**src/mcss_pkg.sv**
```systemverilog
package mcss_pkg;
    localparam logic [13:0] PC_RESET = 14'h0000;
    localparam logic [7:0] SP_RESET = 8'h00;
    localparam logic [7:0] SP_STEP = 8'h01;
    localparam logic [7:0] FRAME_BYTES = 8'h02;
    localparam logic [7:0] LOW_STEP = 8'h01;
    localparam logic [5:0] PAGE_STEP = 6'h01;
    localparam logic [7:0] OP_LDA_DIR = 8'h1a;
    localparam logic [7:0] OP_LDA_IDX = 8'h1b;
    localparam logic [7:0] OP_LDX_IMM = 8'h1c;
    localparam logic [7:0] OP_LDX_DIR = 8'h1d;
    localparam logic [7:0] OP_RSVD = 8'h1e;
    localparam logic [7:0] OP_PAGE = 8'h1f;
    localparam logic [7:0] OP_SWAP_DSP = 8'h2d;
    localparam logic [7:0] OP_PUSH_A = 8'h2e;
    localparam logic [7:0] OP_POP_A = 8'h2f;
    localparam logic [7:0] OP_CPL = 8'h3a;
    localparam logic [7:0] OP_SHL = 8'h3b;
    localparam logic [7:0] OP_ASHR = 8'h3c;
    localparam logic [7:0] OP_ROLC = 8'h3d;
    localparam logic [7:0] OP_RORC = 8'h3e;
    localparam logic [7:0] OP_SUB_RET = 8'h3f;
    localparam logic [7:0] OP_A_FROM_X = 8'h40;
    localparam logic [7:0] OP_X_FROM_A = 8'h41;
    localparam logic [7:0] OP_CALL_IRQ = 8'h50;
    localparam logic [7:0] OP_PSP_LOAD = 8'h60;
    localparam logic [7:0] OP_INT_OFF = 8'h70;
    localparam logic [7:0] OP_INT_ON = 8'h72;
    localparam logic [7:0] OP_INT_RET = 8'h73;
    localparam logic [3:0] NIB_CALL_A = 4'h5;
    localparam logic [3:0] NIB_CALL_B = 4'h9;
    localparam logic [3:0] NIB_JMP = 4'h8;
    localparam logic [3:0] NIB_JZ = 4'ha;
    localparam logic [3:0] NIB_JNZ = 4'hb;
    localparam logic [3:0] NIB_JC = 4'hc;
    localparam logic [3:0] NIB_JNC = 4'hd;
    localparam logic [3:0] NIB_ACCUMULATOR_JUMP_OP = 4'he;
    localparam logic [3:0] NIB_INDEX = 4'hf;
    localparam logic [3:0] CYC_BASE = 4'h4;
    localparam logic [3:0] CYC_DIR = 4'h5;
    localparam logic [3:0] CYC_IDX = 4'h6;
    localparam logic [3:0] CYC_ACCUMULATOR_JUMP_OP = 4'h7;
    localparam logic [3:0] CYC_RET = 4'h8;
    localparam logic [3:0] CYC_CALL = 4'ha;
    localparam logic [3:0] CYC_INDEX = 4'he;
    localparam logic [3:0] STEP_ONE = 4'h1;
    localparam logic [3:0] ST_FETCH = 4'h0;
    localparam logic [3:0] ST_OPND = 4'h1;
    localparam logic [3:0] ST_X0 = 4'h2;
    localparam logic [3:0] ST_X1 = 4'h3;
    localparam logic [3:0] ST_X2 = 4'h4;
    localparam logic [3:0] ST_X4 = 4'h6;
    typedef enum logic [1:0] {S_FETCH, S_OPND, S_EXEC} mcss_state_e;
    typedef struct packed {
        logic cf;
        logic zf;
        logic [5:0] pcHi;
    } mcss_frame_hi_s;
    typedef struct packed {
        logic [7:0] addr;
        logic [7:0] wdata;
        logic we;
        logic re;
    } mcss_ram_req_s;
endpackage

```
**src/mcss_core.sv**
```systemverilog
`timescale 1ns/1ps
// Contract
// - 14-bit pc cleared, first fetch at 0
// - fetch advances low byte; page op advances upper
// - irq ack disables, saves two bytes upward
// - interrupt return pops two bytes, re-enables interrupts
// - call pushes pc and flags, ten cycles
// - subroutine return restores pc only, eight cycles
// - call stack pointer resets zero, loads from acc
// - pc unreadable; frames readable in data ram
// - push pre-decrements, pop post-increments
// - data stack pointer resets zero, wraps to top
// - immediate, direct and indexed operand modes
// - immediate operand is the second code byte
// - load opcodes and their cycle counts
// - conditional jumps five taken, four not
module mcss_core (
    input wire logic clk,
    input wire logic rst,
    output logic [13:0] pmAddr,
    input wire logic [7:0] pmData,
    output mcss_pkg::mcss_ram_req_s ramReq,
    input wire logic [7:0] ramRdata,
    input wire logic irqReq,
    input wire logic [13:0] irqVector,
    output logic irqAck,
    output logic intEnabled
);
    mcss_pkg::mcss_state_e state_reg, stateNext;
    logic [3:0] cyc_reg, cycNext;
    logic [7:0] op_reg, opNext, opnd_reg, opndNext;
    logic [13:0] pc_reg, pcNext, pmAddr_reg, pmAddrNext;
    logic [7:0] acc_reg, accNext, x_reg, xNext;
    logic [7:0] psp_reg, pspNext, dsp_reg, dspNext;
    logic cf_reg, cfNext, zf_reg, zfNext, ie_reg, ieNext;
    logic isIrq_reg, irqNext, irqAck_reg, ackNext;
    mcss_pkg::mcss_frame_hi_s hold_reg, holdNext;
    mcss_pkg::mcss_ram_req_s ram_reg, ramNext;
    logic tablePick;

    function automatic logic hasOperand(input logic [7:0] op);
        hasOperand = (op == mcss_pkg::OP_LDA_DIR) || (op == mcss_pkg::OP_LDA_IDX) ||
            (op == mcss_pkg::OP_LDX_IMM) || (op == mcss_pkg::OP_LDX_DIR) ||
            (op[7:4] == mcss_pkg::NIB_CALL_A) || (op[7:4] >= mcss_pkg::NIB_JMP);
    endfunction

    function automatic logic [3:0] cycleCount(input logic [7:0] op, input logic taken);
        case (op[7:4])
            mcss_pkg::NIB_CALL_A, mcss_pkg::NIB_CALL_B: cycleCount = mcss_pkg::CYC_CALL;
            mcss_pkg::NIB_JMP: cycleCount = mcss_pkg::CYC_DIR;
            mcss_pkg::NIB_JZ, mcss_pkg::NIB_JNZ, mcss_pkg::NIB_JC, mcss_pkg::NIB_JNC: begin
                cycleCount = taken ? mcss_pkg::CYC_DIR : mcss_pkg::CYC_BASE;
            end
            mcss_pkg::NIB_ACCUMULATOR_JUMP_OP: cycleCount = mcss_pkg::CYC_ACCUMULATOR_JUMP_OP;
            mcss_pkg::NIB_INDEX: cycleCount = mcss_pkg::CYC_INDEX;
            default: begin
                case (op)
                    mcss_pkg::OP_LDA_DIR, mcss_pkg::OP_LDX_DIR: cycleCount = mcss_pkg::CYC_DIR;
                    mcss_pkg::OP_LDA_IDX: cycleCount = mcss_pkg::CYC_IDX;
                    mcss_pkg::OP_PUSH_A, mcss_pkg::OP_POP_A: cycleCount = mcss_pkg::CYC_DIR;
                    mcss_pkg::OP_SWAP_DSP: cycleCount = mcss_pkg::CYC_DIR;
                    mcss_pkg::OP_SUB_RET, mcss_pkg::OP_INT_RET: cycleCount = mcss_pkg::CYC_RET;
                    default: cycleCount = mcss_pkg::CYC_BASE;
                endcase
            end
        endcase
    endfunction

    function automatic mcss_pkg::mcss_ram_req_s ramWrite(input logic [7:0] a,
                                                         input logic [7:0] d);
        ramWrite = '{addr: a, wdata: d, we: 1'b1, re: 1'b0};
    endfunction

    function automatic mcss_pkg::mcss_ram_req_s ramRead(input logic [7:0] a);
        ramRead = '{addr: a, wdata: '0, we: 1'b0, re: 1'b1};
    endfunction

    wire [3:0] opHi = op_reg[7:4];
    wire isCall = isIrq_reg || (opHi == mcss_pkg::NIB_CALL_A) || (opHi == mcss_pkg::NIB_CALL_B);
    wire isRet = !isIrq_reg &&
        ((op_reg == mcss_pkg::OP_SUB_RET) || (op_reg == mcss_pkg::OP_INT_RET));
    wire isCond = (opHi >= mcss_pkg::NIB_JZ) && (opHi <= mcss_pkg::NIB_JNC);
    wire condMet = (opHi == mcss_pkg::NIB_JZ) ? zf_reg :
                   (opHi == mcss_pkg::NIB_JNZ) ? !zf_reg :
                   (opHi == mcss_pkg::NIB_JC) ? cf_reg : !cf_reg;
    wire [3:0] lastCyc = cycleCount(op_reg, condMet) - mcss_pkg::STEP_ONE;
    // lower byte wraps inside its page; crossing needs the page op
    wire [13:0] pcInc = {pc_reg[13:8], pc_reg[7:0] + mcss_pkg::LOW_STEP};
    wire [13:0] target = {pc_reg[13:12], op_reg[3:0], opnd_reg};
    wire [13:0] accTarget = target + {6'h00, acc_reg};
    wire [7:0] idxAddr = x_reg + opnd_reg;
    wire mcss_pkg::mcss_frame_hi_s frameHi = '{cf: cf_reg, zf: zf_reg, pcHi: pc_reg[13:8]};
    wire mcss_pkg::mcss_frame_hi_s rdHi = ramRdata;

    always_comb begin
        stateNext = state_reg;
        cycNext = cyc_reg + mcss_pkg::STEP_ONE;
        opNext = op_reg;
        opndNext = opnd_reg;
        pcNext = pc_reg;
        accNext = acc_reg;
        xNext = x_reg;
        pspNext = psp_reg;
        dspNext = dsp_reg;
        cfNext = cf_reg;
        zfNext = zf_reg;
        ieNext = ie_reg;
        irqNext = isIrq_reg;
        holdNext = hold_reg;
        ramNext = '0;
        ackNext = 1'b0;
        tablePick = 1'b0;
        case (state_reg)
            mcss_pkg::S_FETCH: begin
                stateNext = mcss_pkg::S_OPND;
                cycNext = mcss_pkg::ST_OPND;
                if (irqReq && ie_reg) begin
                    // the frame then holds the address of the skipped fetch
                    irqNext = 1'b1;
                    ieNext = 1'b0;
                    ackNext = 1'b1;
                    opNext = mcss_pkg::OP_CALL_IRQ;
                end else begin
                    irqNext = 1'b0;
                    opNext = pmData;
                    pcNext = pcInc;
                end
            end
            mcss_pkg::S_OPND: begin
                stateNext = mcss_pkg::S_EXEC;
                if (!isIrq_reg && hasOperand(op_reg)) begin
                    opndNext = pmData;
                    pcNext = pcInc;
                end
            end
            mcss_pkg::S_EXEC: begin
                if (cyc_reg == lastCyc) begin
                    stateNext = mcss_pkg::S_FETCH;
                    cycNext = mcss_pkg::ST_FETCH;
                end
                if (isCall) begin
                    if (cyc_reg == mcss_pkg::ST_X0) begin
                        ramNext = ramWrite(psp_reg, pc_reg[7:0]);
                        pspNext = psp_reg + mcss_pkg::SP_STEP;
                    end else if (cyc_reg == mcss_pkg::ST_X1) begin
                        ramNext = ramWrite(psp_reg, frameHi);
                        pspNext = psp_reg + mcss_pkg::SP_STEP;
                    end else if (cyc_reg == mcss_pkg::ST_X2) begin
                        pcNext = isIrq_reg ? irqVector : target;
                    end
                end else if (isRet) begin
                    if (cyc_reg == mcss_pkg::ST_X0) begin
                        ramNext = ramRead(psp_reg - mcss_pkg::SP_STEP);
                        pspNext = psp_reg - mcss_pkg::SP_STEP;
                    end else if (cyc_reg == mcss_pkg::ST_X2) begin
                        holdNext = rdHi;
                        ramNext = ramRead(psp_reg - mcss_pkg::SP_STEP);
                        pspNext = psp_reg - mcss_pkg::SP_STEP;
                    end else if (cyc_reg == mcss_pkg::ST_X4) begin
                        pcNext = {hold_reg.pcHi, ramRdata};
                        if (op_reg == mcss_pkg::OP_INT_RET) begin
                            cfNext = hold_reg.cf;
                            zfNext = hold_reg.zf;
                            ieNext = 1'b1;
                        end
                    end
                end else if (cyc_reg == mcss_pkg::ST_X0) begin
                    case (op_reg)
                        mcss_pkg::OP_LDA_DIR: ramNext = ramRead(opnd_reg);
                        mcss_pkg::OP_LDX_DIR: ramNext = ramRead(opnd_reg);
                        mcss_pkg::OP_LDA_IDX: ramNext = ramRead(idxAddr);
                        mcss_pkg::OP_POP_A: ramNext = ramRead(dsp_reg);
                        mcss_pkg::OP_PUSH_A: dspNext = dsp_reg - mcss_pkg::SP_STEP;
                        mcss_pkg::OP_LDX_IMM: xNext = opnd_reg;
                        mcss_pkg::OP_PAGE: pcNext = {pc_reg[13:8] + mcss_pkg::PAGE_STEP,
                                                     pc_reg[7:0]};
                        mcss_pkg::OP_PSP_LOAD: pspNext = acc_reg;
                        mcss_pkg::OP_A_FROM_X: accNext = x_reg;
                        mcss_pkg::OP_X_FROM_A: xNext = acc_reg;
                        mcss_pkg::OP_INT_OFF: ieNext = 1'b0;
                        mcss_pkg::OP_INT_ON: ieNext = 1'b1;
                        mcss_pkg::OP_SWAP_DSP: begin
                            accNext = dsp_reg;
                            dspNext = acc_reg;
                        end
                        mcss_pkg::OP_CPL: begin
                            accNext = ~acc_reg;
                            zfNext = (acc_reg == 8'hff);
                        end
                        mcss_pkg::OP_SHL: begin
                            accNext = {acc_reg[6:0], 1'b0};
                            cfNext = acc_reg[7];
                            zfNext = (acc_reg[6:0] == 7'h00);
                        end
                        mcss_pkg::OP_ASHR: begin
                            accNext = {acc_reg[7], acc_reg[7:1]};
                            cfNext = acc_reg[0];
                            zfNext = (acc_reg[7:1] == 7'h00);
                        end
                        mcss_pkg::OP_ROLC: begin
                            accNext = {acc_reg[6:0], cf_reg};
                            cfNext = acc_reg[7];
                            zfNext = ({acc_reg[6:0], cf_reg} == 8'h00);
                        end
                        mcss_pkg::OP_RORC: begin
                            accNext = {cf_reg, acc_reg[7:1]};
                            cfNext = acc_reg[0];
                            zfNext = ({cf_reg, acc_reg[7:1]} == 8'h00);
                        end
                        default: begin
                            if (opHi == mcss_pkg::NIB_JMP || (isCond && condMet)) begin
                                pcNext = target;
                            end else if (opHi == mcss_pkg::NIB_ACCUMULATOR_JUMP_OP) begin
                                pcNext = accTarget;
                            end else if (opHi == mcss_pkg::NIB_INDEX) begin
                                tablePick = 1'b1;
                            end
                        end
                    endcase
                end else if (cyc_reg == mcss_pkg::ST_X1) begin
                    if (op_reg == mcss_pkg::OP_PUSH_A) begin
                        ramNext = ramWrite(dsp_reg, acc_reg);
                    end else if (opHi == mcss_pkg::NIB_INDEX) begin
                        accNext = pmData;
                        zfNext = (pmData == 8'h00);
                    end
                end else if (cyc_reg == mcss_pkg::ST_X2) begin
                    if (op_reg == mcss_pkg::OP_LDX_DIR) begin
                        xNext = ramRdata;
                    end else if (op_reg == mcss_pkg::OP_LDA_DIR ||
                                 op_reg == mcss_pkg::OP_LDA_IDX ||
                                 op_reg == mcss_pkg::OP_POP_A) begin
                        accNext = ramRdata;
                        zfNext = (ramRdata == 8'h00);
                    end
                    if (op_reg == mcss_pkg::OP_POP_A) begin
                        dspNext = dsp_reg + mcss_pkg::SP_STEP;
                    end
                end
            end
            default: begin
                stateNext = mcss_pkg::S_FETCH;
                cycNext = mcss_pkg::ST_FETCH;
            end
        endcase
        // the table read borrows the code port for one cycle
        pmAddrNext = tablePick ? accTarget : pcNext;
    end

    // pc has no read path to acc or data ram except via frames
    always_ff @(posedge clk or posedge rst) begin
        if (rst) begin
            state_reg <= mcss_pkg::S_FETCH;
            cyc_reg <= mcss_pkg::ST_FETCH;
            op_reg <= '0;
            opnd_reg <= '0;
            pc_reg <= mcss_pkg::PC_RESET;
            pmAddr_reg <= mcss_pkg::PC_RESET;
            acc_reg <= '0;
            x_reg <= '0;
            psp_reg <= mcss_pkg::SP_RESET;
            dsp_reg <= mcss_pkg::SP_RESET;
            {cf_reg, zf_reg, ie_reg, isIrq_reg, irqAck_reg} <= '0;
            hold_reg <= '0;
            ram_reg <= '0;
        end else begin
            state_reg <= stateNext;
            cyc_reg <= cycNext;
            op_reg <= opNext;
            opnd_reg <= opndNext;
            pc_reg <= pcNext;
            pmAddr_reg <= pmAddrNext;
            acc_reg <= accNext;
            x_reg <= xNext;
            psp_reg <= pspNext;
            dsp_reg <= dspNext;
            {cf_reg, zf_reg, ie_reg, isIrq_reg, irqAck_reg} <=
                {cfNext, zfNext, ieNext, irqNext, ackNext};
            hold_reg <= holdNext;
            ram_reg <= ramNext;
        end
    end

    assign pmAddr = pmAddr_reg;
    assign ramReq = ram_reg;
    assign irqAck = irqAck_reg;
    assign intEnabled = ie_reg;

    wire inX0 = (state_reg == mcss_pkg::S_EXEC) && (cyc_reg == mcss_pkg::ST_X0);
    wire irqTake = (state_reg == mcss_pkg::S_FETCH) && irqReq && ie_reg;
endmodule

```
**config.mk**
```make
export PLATFORM = sky130hd
export DESIGN_NAME = mcss_core
export DESIGN_NICKNAME = d
export VERILOG_FILES = /design/src/mcss_pkg.sv /design/src/mcss_core.sv
export SDC_FILE = /design/constraint.sdc
export NUM_CORES = 1
export LEC_CHECK = 0
export BUFFER_PORTS_ARGS = -buffer_cell sky130_fd_sc_hd__buf_2
export CORE_MARGIN = 2
export CORE_UTILIZATION = 55
export CTS_BUF_LIST = sky130_fd_sc_hd__clkbuf_16
export DETAILED_ROUTE_END_ITERATION = 10
export PLACE_DENSITY = 0.74
export SLEW_MARGIN = 40
export SYNTH_ARGS = -nofsm -noshare
export SYNTH_HDL_FRONTEND = slang
export SYNTH_SLANG_ARGS = --single-unit
```
**constraint.sdc**
```tcl
create_clock -name clk -period 4.6 [get_ports clk]
set_clock_uncertainty 0.2 [all_clocks]
set_input_delay 0.46 -clock clk [delete_from_list [all_inputs] [get_ports clk]]
set_output_delay 0.46 -clock clk [all_outputs]
set_load 0.1 [all_outputs]
```
==> flow_summary_export.csv <==
group,metric,value,unit
outcome,outcome,"completed",
floorplanning,dieArea,0.0177,mm^2
worst_setup_path,arrival,3.88,ns
synthesis,syn-mean-instance-area,8.17,um^2
timing,rsz0062_at_grt,"no",
synthesis,syn-num-nets,1181,
final_layout,nNetsFinal,1221,
timing,hold_viol,0,
worst_setup_path,cp_top_family,"simple AND/OR/NAND/NOR gates",
routing,firstDrtPassIters,7,
worst_setup_path,cp_max_fo,18,
synthesis,synth_top_area_share,30.9,%
timing,slew_headroom,41.3,%
floorplanning,pin_count,67,
pwr,power_switching,0.00466,W
pwr,p_per_area,827,mW/mm^2
synthesis,synth_ff_type,"dfrtp_1",
worst_setup_path,criticalPathCategory,"reg2reg",
pwr,vdd.ir_drop.worst,0.386,mV
timing,hold_ws,0.113,ns
placed_design,place_worst_setup_slack,0.949,ns
worst_setup_path,worst_path_largest_cell_delay,0.66,ns
synthesis,ys_ff_latch,113,
synthesis,syn_area,0.00916,mm^2
synthesis,synth.distinct_cells,87,
global_route,grt_util_all_layers,40.4,%
global_route,grt_pass1_wl,54600,um
global_route,grt_max_degree,45,
final_layout,area_delta_synth_final,13.3,%
pwr,intPower,0.00392,W
min_path,hp-class,"in2reg",
worst_setup_path,path_cells,"or4b_1 > a211oi_2 > nor3_1 > and2_1 > ha_1 > xor2_1 > xnor2_1 > o2111ai_1 > a21oi_1 > nor2_1",
final_layout,final_util,63.2,%
worst_setup_path,reg2reg_depth,10,
synthesis,yosys_warnings,0,
timing,drv_slew,0,
pwr,p_comb_share,60.9,%
global_route,grt.overflow.total,0,
synthesis,synthArstFlopShare,100,%
placed_design,dp_hpwl,25600,um
clock_tree,clk_pin_slew_worst_paths,0.06,ns
floorplanning,start_util,55.8,%
pwr,clock_power_share,16.5,%
clock_tree,cts_tree,"yes",
synthesis,synthTopCellsByCount,"dfrtp_1 (113), a21oi_1 (110), nand2_1 (99)",
timing,fin_crit,3.78,ns
timing,setup_ws,0.822,ns
min_path,min_delay_path_depth,3,
clock_tree,cts_buffers,17,
clock_tree,cts_root_buf,"clkbuf_16",
placed_design,place_congestion,1.06,
floorplanning,core,0.0164,mm^2
worst_setup_path,cp-start-kind,"register",
clock_tree,insertion_delay,0.44,ns
routing,antenna_left,0,
final_layout,seqCellArea,0.00283,mm^2
floorplanning,rows,47,
pwr,seq_power_share,22.6,%
clock_tree,h-tree-depth,4,
synthesis,synth_edf_count,0,
run,drv_cap,0,
timing,worstMarginPinSlew,0.878,ns
final_layout,largest_reg_flops,18,
floorplanning,die_y,133,um
routing,via_count,10086,
worst_setup_path,cp_num_buf_inv,0,
pwr,p_sw_share,54.3,%
clock_tree,cts_setup_buffers,0,
worst_setup_path,crit_required,4.71,ns
final_layout,n_fill_cell,1430,
worst_setup_path,cp-end-kind,"register",
timing,setup_viol,0,
synthesis,synth_area_leaders,"dfrtp_1 (31%), a21oi_1 (6.0%), mux2_2 (4.4%), nand2_1 (4.1%), nor2_1 (3.9%)",
routing,routed_wl,35400,um
timing,timing.fmax,265,MHz
synthesis,yosysMostFrequentCell,"dfrtp_1",
pwr,p_leak,4.22,nW
synthesis,synth_top_area_cell,"dfrtp_1",
final_layout,multi_input_area,0.00589,mm^2
final_layout,drive_above_1_share,17.5,%
clock_tree,ctsResizeCount,0,
worst_setup_path,r2r_slack,0.82,ns
clock_tree,max-clock-path-buffers,2,
synthesis,synth_cells,1121,
global_route,antenna_found_initial,0,
routing,via_per_inst,7.22,
timing,fin_crit_sh,82.1,%
placed_design,port_buffers,66,
synthesis,synth-seq-area-share,30.9,%
routing,routedWlPerCell,25.4,um
clock_tree,cts_hold_buf,1,
global_route,first_global_vias,9455,
worst_setup_path,critPathSlowestCell,"or4b_1",
routing,drt_iter0_drc,2031,
floorplanning,die_w,133,um
worst_setup_path,cp.depth,10,
routing,drc,0,
clock_tree,clock-sinks,113,
timing,tns,0,ns
-- placed cells by master, fill, tap and decap left out, types with 10 or more instances in the layout --
master     count
a211oi_1      11
nor2b_1       10
nand2b_1      14
nor2_1        96
dfrtp_1      113
buf_2         67
a21oi_1      109
nand2_1       99
a22o_1        13
inv_1         29
o221ai_1      10
a31oi_1       16
a22oi_1       15
and3_1        10
o22ai_1       23
clkbuf_16     17
buf_4         39
nor4_1        10
ha_1          25
nand3_1       33
xor2_1        13
o31ai_1       18
o211ai_1      11
mux2_2        36
o21ai_0       70
xnor2_1       17
nor3_1        30
mux2i_1       32
-- layout make-up --
class / instances / share of cell area, %
multi-input cells: 890 / 56.8
diodes: 2 / 0.0482
inverters: 32 / 1.18
repair buffers: 107 / 6.15
clock buffers: 17 / 4.10
flip-flops and latches: 113 / 27.3
well taps: 220 / 2.65
clock inverters: 15 / 1.84
-- layer usage --
metal	part of all wire, %	track usage [%]
met5	0	0
met4	6.5	25.7
met3	14	9.89
met2	42	57.9
met1	37	54.4
-- cells by family (layout without fill, tap and decap cells) --
| group | Yosys count | in the layout | synth area share [%] |
|---|---|---|---|
| xor gates and xnor gates | 30 | 30 | 2.87 |
| and+or+nand+nor | 369 | 369 | 20.2 |
| buffers and inverters | 118 | 171 | 5.18 |
| muxes | 69 | 69 | 8.09 |
| AOI/OAI and AO/OA | 395 | 395 | 28.9 |
| other | 0 | 2 | 0 |
| DFF | 113 | 113 | 30.9 |
| adders and majority gates | 27 | 27 | 3.85 |
-- worst min-delay path, cell delays in order --
cell and delay [ns]:
buf_2 0.12, nand2_1 0.06, o21ai_0 0.06
-- metrics by stage --
stage / cell area, um^2 / std cells / power [W]
CTS: 10400 / 1393 / 0.00833
finish: 10400 / 1396 / 0.00858
global placement: 9730 / 1360 / 0.00686
floorplan: 9160 / 1121 / 0.00544
global route: 10400 / 1394 / 0.00895
detailed placement: 9740 / 1360 / 0.00690
-- power by group through the flow --
stage	Clock (W)	Sequential, W	Combinational [W]
after floorplan	0	0.00230	0.00315
after global placement	0	0.00189	0.00497
after detailed placement	0	0.00190	0.00500
after CTS	0.00141	0.00189	0.00503
after global routing	0.00146	0.00196	0.00552
final	0.00141	0.00194	0.00523
-- path summary, 6_finish.rpt --
check / start / end
worst max-delay path: op_reg[4]$_DFFE_PP0P_ / cyc_reg[3]$_DFF_PP0_
worst min-delay path: pmData[0] / op_reg[0]$_DFFE_PP0P_
worst max register to register: op_reg[4]$_DFFE_PP0P_ / cyc_reg[3]$_DFF_PP0_
worst min register to register: hold_reg[5]$_DFFE_PP0P_ / hold_reg[5]$_DFFE_PP0P_
max in group asynchronous: rst / op_reg[4]$_DFFE_PP0P_
min in group asynchronous: rst / ramReq[6]$_DFF_PP0_
Power figures use the tool's default switching activity.
